[src/verilog/asq_pkg.sv]
// Shared constants of the sample sequencer: register map, control fields,
// reset values, cycle counts and channel numbering.
// Assumes the 100 MHz REF_CLK domain and a 4-bit register address.
package asq_pkg;

   // ****************************************************************
   // Register addresses on the 4-bit parallel port
   // ****************************************************************
   localparam logic [3:0] ADDR_SEQUENCE_CONTROL = 4'h0;
   localparam logic [3:0] ADDR_STATUS_FLAGS = 4'h1;
   localparam logic [3:0] ADDR_RESULT_PHASE_U = 4'h2;
   localparam logic [3:0] ADDR_RESULT_PHASE_V = 4'h3;
   localparam logic [3:0] ADDR_RESULT_PHASE_W = 4'h4;
   localparam logic [3:0] ADDR_RESULT_SPARE = 4'h5;

   // ****************************************************************
   // Control and status fields
   // ****************************************************************
   localparam int CTRL_SPARE_EN_BIT = 2;
   localparam int CTRL_THREE_PHASE_BIT = 3;
   localparam int CTRL_IRQ_EN_BIT = 7;
   localparam int STAT_CONV_DONE_BIT = 0;
   localparam logic [11:0] CTRL_RESET = 12'h000;
   localparam logic [11:0] STAT_RESET = 12'h000;
   localparam logic [11:0] RESULT_RESET = 12'h000;

   // ****************************************************************
   // Cycle counts
   // ****************************************************************
   localparam int CNT_W = 6;
   localparam logic [5:0] ACQ_CYCLES = 6'h14;
   localparam logic [5:0] CONV_CYCLES = 6'h28;
   localparam logic [5:0] REACQ_CYCLES = 6'h14;

   // ****************************************************************
   // Channel numbering and groups
   // ****************************************************************
   localparam int NUM_CH = 4;
   localparam logic [1:0] CH_U = 2'h0;
   localparam logic [1:0] CH_V = 2'h1;
   localparam logic [1:0] CH_W = 2'h2;
   localparam logic [1:0] CH_SPARE = 2'h3;
   localparam logic [3:0] MASK_TWO_PHASE = 4'h6;
   localparam logic [3:0] MASK_THREE_PHASE = 4'h7;
   localparam logic [3:0] MASK_SPARE = 4'h8;

   // Sequencer states, one-hot
   typedef enum logic [3:0] {
      ST_IDLE = 4'b0001,
      ST_ACQ = 4'b0010,
      ST_CONV = 4'b0100,
      ST_REACQ = 4'b1000
   } asq_state_t;

endpackage : asq_pkg

[src/verilog/asq_timer.sv]
// Down counter that times the acquisition, conversion and reacquisition phases.
// Assumes a synchronous active-low reset and a clock enable from the top.
`timescale 1ns/1ps
module asq_timer #(
   parameter int W = 6,
   parameter logic [5:0] RST_VAL = 6'h00
) (
   input wire logic clk,
   input wire logic rst_n,
   input wire logic en,
   input wire logic load,
   input wire logic [W-1:0] load_val,
   output logic expired
);

   logic [W-1:0] cnt_q;

   // Load on request, otherwise count down to zero and stay there
   always_ff @(posedge clk) begin
      if (!rst_n) begin
         cnt_q <= RST_VAL[W-1:0];
      end else if (en) begin
         if (load) begin
            cnt_q <= load_val;
         end else if (cnt_q != '0) begin
            cnt_q <= cnt_q - {{(W-1){1'b0}}, 1'b1};
         end
      end
   end

   // Zero marks the last cycle of the timed phase
   assign expired = (cnt_q == '0);

endmodule : asq_timer

[src/verilog/asq_chan_pick.sv]
// Picks the first and the following channel of a conversion group.
// Assumes the group mask holds at least two set bits.
`timescale 1ns/1ps
module asq_chan_pick #(
   parameter int NCH = 4,
   parameter int CW = 2
) (
   input wire logic [NCH-1:0] mask,
   input wire logic [CW-1:0] cur,
   output logic [CW-1:0] first,
   output logic [CW-1:0] nxt,
   output logic last
);

   logic [NCH-1:0] above;

   // Channels of the group that come after the current one
   for (genvar gi = 0; gi < NCH; gi++) begin : g_above
      assign above[gi] = mask[gi] && (CW'(gi) > cur);
   end

   // Lowest channel wins, so the group runs in ascending order
   always_comb begin
      first = '0;
      nxt = '0;
      for (int i = NCH - 1; i >= 0; i--) begin
         if (mask[i]) begin
            first = CW'(i);
         end
         if (above[i]) begin
            nxt = CW'(i);
         end
      end
   end

   assign last = ~|above;

endmodule : asq_chan_pick

[src/verilog/asq_sequencer.sv]
// Sample sequencer for a four-channel simultaneous sample-and-hold and one
// successive-approximation converter, with its parallel register port.
// Assumes all pins synchronous to REF_CLK; the analog core converts the
// channel on CONV_CHAN after CONV_START and holds ADC_CODE valid by the
// last cycle of that channel's slot.
//
// Behaviour
// RULE_01: Acquisition lasts 20 clock cycles whatever the channel selection.
// RULE_02: Each selected channel takes 40 cycles of conversion.
// RULE_03: All four inputs held together, selected ones converted one by one.
// RULE_04: A group always holds two channels or more.
// RULE_05: A rising trigger pin held one cycle starts a group.
// RULE_06: Software writes zero into control bits 0 and 1.
// RULE_07: After reset only phase V and W are converted.
// RULE_08: Control bit 3 selects U, V, W and optionally spare channel.
// RULE_09: Result registers read independently, any order, without side effects.
// RULE_10: With control bit 7 set, each finished group raises an interrupt.
// RULE_11: Status bit 0 marks the converter as interrupt source.
// RULE_12: Reading the status register clears its flags.
// RULE_13: Eleven-bit result stored left justified, low bit zero.
// RULE_14: Each channel has its own result register.
// RULE_15: Host holds reset low at least two cycles after power-up.
// RULE_16: Host waits 20 cycles after reset before the first trigger.
// RULE_17: Hold is entered on a falling clock edge.
// RULE_18: At least 20 reacquisition cycles follow each group.
// RULE_19: An early trigger is kept and served after reacquisition.
// RULE_20: Interrupt pin is open drain, only ever pulled low.
// RULE_21: Host may time completion itself instead of using interrupts.
// RULE_22: Host writes last one clock cycle, no wait states.
// RULE_23: Interrupt stays low while an enabled flag is set.
`timescale 1ns/1ps
module asq_sequencer (
   input wire logic REF_CLK,
   input wire logic RSTN,
   input wire logic CLK_EN,
   input wire logic CS_N,
   input wire logic RD_N,
   input wire logic WR_N,
   input wire logic [3:0] ADDR,
   input wire logic [11:0] DATA_IN,
   output logic [11:0] DATA_OUT,
   output logic DATA_OE,
   input wire logic CONVERSION_TRIGGER,
   output logic IRQ_N_OUT,
   output logic IRQ_N_OE,
   output logic SHA_HOLD,
   output logic CONV_START,
   output logic [1:0] CONV_CHAN,
   input wire logic [10:0] ADC_CODE
);

   // ****************************************************************
   // Declarations
   // ****************************************************************
   asq_pkg::asq_state_t state_q;
   asq_pkg::asq_state_t state_d;
   logic [11:0] ctrl_q;
   logic [11:0] stat_q;
   logic [11:0] result_q [asq_pkg::NUM_CH];
   logic [11:0] rd_mux;
   logic [11:0] data_out_q;
   logic data_oe_q;
   logic rd_prev_q;
   logic trig_prev_q;
   logic trig_pend_q;
   logic irq_oe_q;
   logic irq_out_q;
   logic hold_q;
   logic start_q;
   logic [1:0] chan_q;
   logic [3:0] grp_mask_q;
   logic [3:0] sel_mask;
   logic rd_act;
   logic rd_start;
   logic wr_act;
   logic stat_rd;
   logic trig_edge;
   logic trig_seen;
   logic tmr_expired;
   logic tmr_load;
   logic [5:0] tmr_val;
   logic [1:0] first_chan;
   logic [1:0] next_chan;
   logic last_chan;
   logic chan_end;
   logic grp_end;
   logic grp_go;

   // ****************************************************************
   // Register port decode
   // ****************************************************************

   // Strobes of the parallel port, one cycle per host write
   assign rd_act = !CS_N && !RD_N;
   assign rd_start = rd_act && !rd_prev_q;
   assign wr_act = !CS_N && !WR_N && RD_N; // RULE_22
   assign stat_rd = rd_start && (ADDR == asq_pkg::ADDR_STATUS_FLAGS);

   // Read data select; unmapped addresses read zero
   always_comb begin
      unique case (ADDR)
         asq_pkg::ADDR_SEQUENCE_CONTROL: rd_mux = ctrl_q;
         asq_pkg::ADDR_STATUS_FLAGS: rd_mux = stat_q;
         asq_pkg::ADDR_RESULT_PHASE_U: rd_mux = result_q[asq_pkg::CH_U]; // RULE_09
         asq_pkg::ADDR_RESULT_PHASE_V: rd_mux = result_q[asq_pkg::CH_V];
         asq_pkg::ADDR_RESULT_PHASE_W: rd_mux = result_q[asq_pkg::CH_W];
         asq_pkg::ADDR_RESULT_SPARE: rd_mux = result_q[asq_pkg::CH_SPARE];
         default: rd_mux = 12'h000;
      endcase
   end

   // Read data is captured once at the start of a read strobe
   always_ff @(posedge REF_CLK) begin
      if (!RSTN) begin
         data_out_q <= 12'h000;
         data_oe_q <= 1'b0;
         rd_prev_q <= 1'b0;
      end else if (CLK_EN) begin
         rd_prev_q <= rd_act;
         data_oe_q <= rd_act;
         if (rd_start) begin
            data_out_q <= rd_mux;
         end
      end
   end

   // ****************************************************************
   // Control and status registers
   // ****************************************************************

   // Control register; bits 0 and 1 are stored but steer nothing
   always_ff @(posedge REF_CLK) begin
      if (!RSTN) begin
         ctrl_q <= asq_pkg::CTRL_RESET; // RULE_07
      end else if (CLK_EN) begin
         if (wr_act && (ADDR == asq_pkg::ADDR_SEQUENCE_CONTROL)) begin
            ctrl_q <= DATA_IN; // RULE_06
         end
      end
   end

   // Done flag: a group end in the clearing cycle wins over the clear
   always_ff @(posedge REF_CLK) begin
      if (!RSTN) begin
         stat_q <= asq_pkg::STAT_RESET;
      end else if (CLK_EN) begin
         if (grp_end) begin
            stat_q[asq_pkg::STAT_CONV_DONE_BIT] <= 1'b1; // RULE_11
         end else if (stat_rd) begin
            stat_q <= 12'h000; // RULE_12
         end
      end
   end

   // Open-drain request: pin pulled low only while an enabled flag stands
   always_ff @(posedge REF_CLK) begin
      if (!RSTN) begin
         irq_oe_q <= 1'b0;
         irq_out_q <= 1'b0;
      end else if (CLK_EN) begin
         irq_out_q <= 1'b0; // RULE_20
         irq_oe_q <= ctrl_q[asq_pkg::CTRL_IRQ_EN_BIT] &&
                     stat_q[asq_pkg::STAT_CONV_DONE_BIT]; // RULE_10 RULE_23
      end
   end

   // ****************************************************************
   // Trigger capture
   // ****************************************************************

   // A rising trigger is held pending until a group may start
   assign trig_edge = CONVERSION_TRIGGER && !trig_prev_q; // RULE_05
   assign trig_seen = trig_edge || trig_pend_q;

   always_ff @(posedge REF_CLK) begin
      if (!RSTN) begin
         trig_prev_q <= 1'b0;
         trig_pend_q <= 1'b0;
      end else if (CLK_EN) begin
         trig_prev_q <= CONVERSION_TRIGGER;
         if (grp_go) begin
            trig_pend_q <= 1'b0;
         end else if (trig_edge) begin
            trig_pend_q <= 1'b1; // RULE_19
         end
      end
   end

   // ****************************************************************
   // Channel selection
   // ****************************************************************

   // Group mask from the mode bits; never fewer than two channels
   always_comb begin
      if (ctrl_q[asq_pkg::CTRL_THREE_PHASE_BIT]) begin
         sel_mask = asq_pkg::MASK_THREE_PHASE; // RULE_08
      end else begin
         sel_mask = asq_pkg::MASK_TWO_PHASE; // RULE_07 RULE_04
      end
      if (ctrl_q[asq_pkg::CTRL_SPARE_EN_BIT]) begin
         sel_mask = sel_mask | asq_pkg::MASK_SPARE;
      end
   end

   asq_chan_pick #(
      .NCH(asq_pkg::NUM_CH),
      .CW(2)
   ) u_pick (
      .mask(grp_mask_q),
      .cur(chan_q),
      .first(first_chan),
      .nxt(next_chan),
      .last(last_chan)
   );

   // ****************************************************************
   // Sequencer
   // ****************************************************************

   assign grp_go = (state_d == asq_pkg::ST_ACQ) && (state_q != asq_pkg::ST_ACQ);
   assign chan_end = (state_q == asq_pkg::ST_CONV) && tmr_expired;
   assign grp_end = chan_end && last_chan;

   // Phase timer; reset starts in reacquisition so the input settles first
   asq_timer #(
      .W(asq_pkg::CNT_W),
      .RST_VAL(asq_pkg::REACQ_CYCLES - 6'h01)
   ) u_timer (
      .clk(REF_CLK),
      .rst_n(RSTN),
      .en(CLK_EN),
      .load(tmr_load),
      .load_val(tmr_val),
      .expired(tmr_expired)
   );

   // Next state and the timer load that goes with each phase change
   always_comb begin
      state_d = state_q;
      tmr_load = 1'b0;
      tmr_val = asq_pkg::ACQ_CYCLES - 6'h01;
      unique case (state_q)
         asq_pkg::ST_IDLE: begin
            if (trig_seen) begin
               state_d = asq_pkg::ST_ACQ;
               tmr_load = 1'b1; // RULE_01
            end
         end
         asq_pkg::ST_ACQ: begin
            if (tmr_expired) begin
               state_d = asq_pkg::ST_CONV;
               tmr_load = 1'b1;
               tmr_val = asq_pkg::CONV_CYCLES - 6'h01; // RULE_02
            end
         end
         asq_pkg::ST_CONV: begin
            if (tmr_expired) begin
               tmr_load = 1'b1;
               if (last_chan) begin
                  state_d = asq_pkg::ST_REACQ;
                  tmr_val = asq_pkg::REACQ_CYCLES - 6'h01; // RULE_18
               end else begin
                  tmr_val = asq_pkg::CONV_CYCLES - 6'h01; // RULE_02
               end
            end
         end
         asq_pkg::ST_REACQ: begin
            if (tmr_expired) begin
               if (trig_seen) begin
                  state_d = asq_pkg::ST_ACQ; // RULE_19
                  tmr_load = 1'b1;
               end else begin
                  state_d = asq_pkg::ST_IDLE;
               end
            end
         end
      endcase
   end

   // State, group mask and current channel
   always_ff @(posedge REF_CLK) begin
      if (!RSTN) begin
         state_q <= asq_pkg::ST_REACQ; // RULE_16
         grp_mask_q <= asq_pkg::MASK_TWO_PHASE;
         chan_q <= asq_pkg::CH_V;
         start_q <= 1'b0;
      end else if (CLK_EN) begin
         state_q <= state_d;
         start_q <= 1'b0;
         if (grp_go) begin
            grp_mask_q <= sel_mask;
         end
         if ((state_q == asq_pkg::ST_ACQ) && tmr_expired) begin
            chan_q <= first_chan; // RULE_03
            start_q <= 1'b1;
         end else if (chan_end && !last_chan) begin
            chan_q <= next_chan; // RULE_03
            start_q <= 1'b1;
         end
      end
   end

   // Results land in their own register, left justified
   for (genvar gc = 0; gc < asq_pkg::NUM_CH; gc++) begin : g_result
      always_ff @(posedge REF_CLK) begin
         if (!RSTN) begin
            result_q[gc] <= asq_pkg::RESULT_RESET;
         end else if (CLK_EN) begin
            if (chan_end && (chan_q == 2'(gc))) begin
               result_q[gc] <= {ADC_CODE, 1'b0}; // RULE_13 RULE_14
            end
         end
      end
   end

   // Hold switches on the falling edge, all four inputs at once
   always_ff @(negedge REF_CLK) begin
      if (!RSTN) begin
         hold_q <= 1'b0;
      end else if (CLK_EN) begin
         hold_q <= (state_q == asq_pkg::ST_CONV); // RULE_17 RULE_03
      end
   end

   // ****************************************************************
   // Outputs
   // ****************************************************************
   assign DATA_OUT = data_out_q;
   assign DATA_OE = data_oe_q;
   assign IRQ_N_OUT = irq_out_q;
   assign IRQ_N_OE = irq_oe_q;
   assign SHA_HOLD = hold_q;
   assign CONV_START = start_q;
   assign CONV_CHAN = chan_q;

endmodule : asq_sequencer

[config.mk]
export PLATFORM = sky130hd
export DESIGN_NAME = asq_sequencer
export DESIGN_NICKNAME = d
export VERILOG_FILES = /design/src/verilog/asq_pkg.sv /design/src/verilog/asq_timer.sv /design/src/verilog/asq_chan_pick.sv /design/src/verilog/asq_sequencer.sv
export SDC_FILE = /design/constraint.sdc
export NUM_CORES = 1
export LEC_CHECK = 0
export BUFFER_PORTS_ARGS = -buffer_cell sky130_fd_sc_hd__buf_2
export CAP_MARGIN = 20
export CORE_ASPECT_RATIO = 0.9
export CORE_MARGIN = 2
export CORE_UTILIZATION = 59
export DETAILED_ROUTE_END_ITERATION = 10
export MAX_ROUTING_LAYER = met4
export PLACE_DENSITY = 0.81
export SLEW_MARGIN = 15
export SYNTH_ARGS = -nofsm -noshare
export SYNTH_HDL_FRONTEND = slang
export SYNTH_SLANG_ARGS = --single-unit
[constraint.sdc]
create_clock -name REF_CLK -period 7.9 [get_ports REF_CLK]
set_clock_uncertainty 0.1 [all_clocks]
set_input_delay 1.185 -clock REF_CLK [delete_from_list [all_inputs] [get_ports REF_CLK]]
set_output_delay 1.185 -clock REF_CLK [all_outputs]
set_load 0.01 [all_outputs]
==> summary.md <==
| Metric | Value |
|---|---|
| CP peak stage delay | `0.31 ns` |
| Leakage | `1.79 nW` |
| VDD IR max | `0.114 mV` |
| Hold buffers post-CTS | `0` |
| Worst endpoint data arrival time | `4.78 ns` |
| Most Crowded Layer GR | `met1` |
| Synth warn | `0` |
| Final setup fails | `0` |
| R2R setup slack | `2.57 ns` |
| Most frequent cells in the layout | `buf_2, and2_1, dfxtp_1, edfxtp_1, nor2_1` |
| Global route overflow | `0` |
| Tot GR Track Use | `25.8%` |
| Multi-input gate area | `1830 um^2` |
| Setup crit start kind | `register` |
| Sequential fraction of the synthesis area | `52.7%` |
| Synth Register Bits | `89` |
| Min-Delay Endpoint | `grp_mask_q[0]` |
| First-pass GRT wire length | `15,000 um` |
| Residual DRC | `0` |
| Max Transition Viols Final | `0` |
| Buf/Inv on CP | `1` |
| GR Layer Usage met1 | `39.7%` |
| Slew @ Worst Pin | `0.927 ns` |
| Hold path cells | `2` |
| Max cap viols | `0` |
| Number of detailed-route iterations in the first pass | `7` |
| Crit path kind | `reg2out` |
| Root Buffer | `clkbuf_8` |
| ANT cells | `0` |
| Worst skew pair latency | `0.36 ns` |
| Syn avg cell area | `10.7 um^2` |
| Vias in the first global route | `2,954` |
| Crit. End Element | `output port` |
| XOR/XNOR Fraction of Synth Area | `0.624%` |
| CTS tree | `built` |
| Worst r2r path cells | `3` |
| Worst R2R Start | `state_q[2]` |
| Gate Count Post-Synth | `395` |
| Largest net degree at the start of global routing | `38` |
| Tot Pwr | `0.886 mW` |
| Worst path cell trace | `buf_2` |
| Number of flops mapped to enable cells by yosys | `44` |
| Iter 0 DRT Violations | `218` |
| Netlist Area Pre-Place | `4210 um^2` |
| Library cells used by synthesis | `65` |
| Worst hold start | `grp_mask_q[0]` |
| CTS sink cnt | `89` |
| CORE AREA | `7000 um^2` |
| Mux cell area share after synthesis | `7.16%` |
| Std-Cell Rows | `29` |
| Worst path required time | `6.61 ns` |
| Simple-gate share of the synthesized area | `21.2%` |
| Resize count post-CTS | `0` |
| Met3 Use GR | `5.39%` |
| Power per cell area | `188 nW/um^2` |
| Syn_nets | `430` |
| Largest family of logic cells by synthesized area | `simple AND/OR/NAND/NOR gates` |
| CP max stage cell | `dfxtp_1` |
| CTS buffer count | `9` |
| Antenna violations before repair | `0` |
| Final wirelength | `9030 um` |
| Avg Vias per Cell | `5.80` |
| Most common cell after layout, fill and taps aside | `buf_2` |
| Synth Area in Adders | `0.297%` |
| Register area | `2220 um^2` |
| Asr flop ratio synth | `0%` |
| Crit Path Max Fanout | `2` |
| Endpoints failing hold | `0` |
| Clock slew at reported path FFs | `0.09 ns` |
| Top FF cell, synth | `dfxtp_1` |
| Clock buffer depth | `2` |
| GRT met2 Usage | `34.3%` |
| I/O Buffers | `51` |
| R2R Path End | `SHA_HOLD` |
| Setup TNS | `0 ns` |
| I/O pins | `53` |
| Gpl congestion | `0.908` |
| Synth Area in Compound Gates | `14.1%` |
| RSZ-0062 raised after global routing | `false` |
| Worst hold-check path type | `reg2reg` |
| Layout cells sized above 1 | `20.4%` |
| Remaining antenna violation count | `0` |
| Avg WL per Cell | `16.9 um` |
| Hpwl dp | `6660 um` |
| Die X | `93.1 um` |
| Die height | `84.2 um` |
| CTS H-tree lvls | `3` |
| Initial Utilization | `60.2%` |
| Synthesis-to-layout area growth | `11.7%` |
| Layout Nets | `472` |
| Postcts setup bufs | `0` |
| Vias | `3,105` |
| Fillcell total | `556` |
| Status | `finished, final reports clean` |
| Slew margin rel. | `37.7%` |
| Critical path's top delay family | `flip-flops` |
| Die ar. | `7840 um^2` |
## synth_stat cells (all sizes together) (2+ instances only)
master	instances	area, um^2
and2	46	288
dfxtp	45	901
edfxtp	44	1320
nor2	41	170
nand2	33	124
mux2i	29	290
a22oi	23	173
clkbuf	17	68.8
o221ai	11	96.3
buf	9	58.8
inv	8	30.0
nor3	8	62.6
o21ai	8	40.0
a21oi	7	35.0
and3	4	25.0
nand2b	4	27.5
nand3	4	20.0
nor2b	3	18.8
nor4	3	25.0
nor4b	3	32.5
o22ai	3	18.8
o31ai	3	22.5
or2	3	18.8
or4b	3	37.5
a211oi	2	20.0
a21o	2	15.0
a221oi	2	35.0
a31oi	2	12.5
nand3b	2	15.0
o311ai	2	35.0
xor2	2	17.5
## logic make-up (layout without fill, tap and decap cells)
logic type | Yosys count | count (layout)
compound gates | 75 | 75
simple gates | 161 | 161
buf+inv | 35 | 82
flops | 89 | 89
xor+xnor | 3 | 3
mux | 30 | 30
other cells | 1 | 1
fa+ha+maj | 1 | 1
## cell type report
cell class / count / area share, %
clock buffer: 9 / 2.63
multi-input combinational: 271 / 38.9
inverter: 8 / 0.638
timing repair buffer: 57 / 6.38
clock inverter: 8 / 1.78
tap: 93 / 2.47
sequential: 89 / 47.2
## metal layers
metal / share of wire [%] / wire length (um)
met5: 0 / 0
met4: 1.5 / 132
met3: 6.8 / 613
met2: 41 / 3690
met1: 51 / 4590
## power by group
group | switching, mW | internal, mW | total (mW)
combinational | 0.0407 | 0.0219 | 0.0626
sequential | 0.00555 | 0.493 | 0.498
clock | 0.172 | 0.153 | 0.325
total | 0.218 | 0.667 | 0.886
## worst max-delay path by stage
stage	from	end	slack (ns)	cells past startpoint
after CTS	SHA_HOLD	SHA_HOLD	1.82	1
after detailed placement	RSTN	SHA_HOLD	1.63	3
after global routing	SHA_HOLD	SHA_HOLD	1.80	1
after floorplan	CLK_EN	SHA_HOLD	1.85	4
final	SHA_HOLD	SHA_HOLD	1.84	1
after global placement	RSTN	SHA_HOLD	1.67	3
## sequential cells by signal, indices dropped and copies added, names as in the netlist
| signal | count |
|---|---|
| CONV_CHAN | 2 |
| CONV_START | 1 |
| DATA_OUT | 12 |
| IRQ_N_OE | 1 |
| SHA_HOLD | 1 |
| ctrl_q | 12 |
| grp_mask_q | 2 |
| rd_prev_q | 1 |
| result_q | 44 |
| stat_q | 1 |
| state_q | 4 |
| trig_pend_q | 1 |
| trig_prev_q | 1 |
| u_timer.cnt_q | 6 |
## through the flow
step | cells | utilization, % | area, um^2 | worst slack, ns | hold slack, ns
global route | 535 | 67.2 | 4710 | 1.80 | 0.403
floorplan | 395 | - | 4210 | 1.85 | 0.334
finish | 535 | 67.2 | 4710 | 1.84 | 0.363
global placement | 519 | 64.3 | 4500 | 1.67 | 0.348
detailed placement | 519 | 64.3 | 4500 | 1.63 | 0.359
CTS | 535 | 67.2 | 4710 | 1.82 | 0.373
Note: power is estimated with default switching activity, not from simulation.
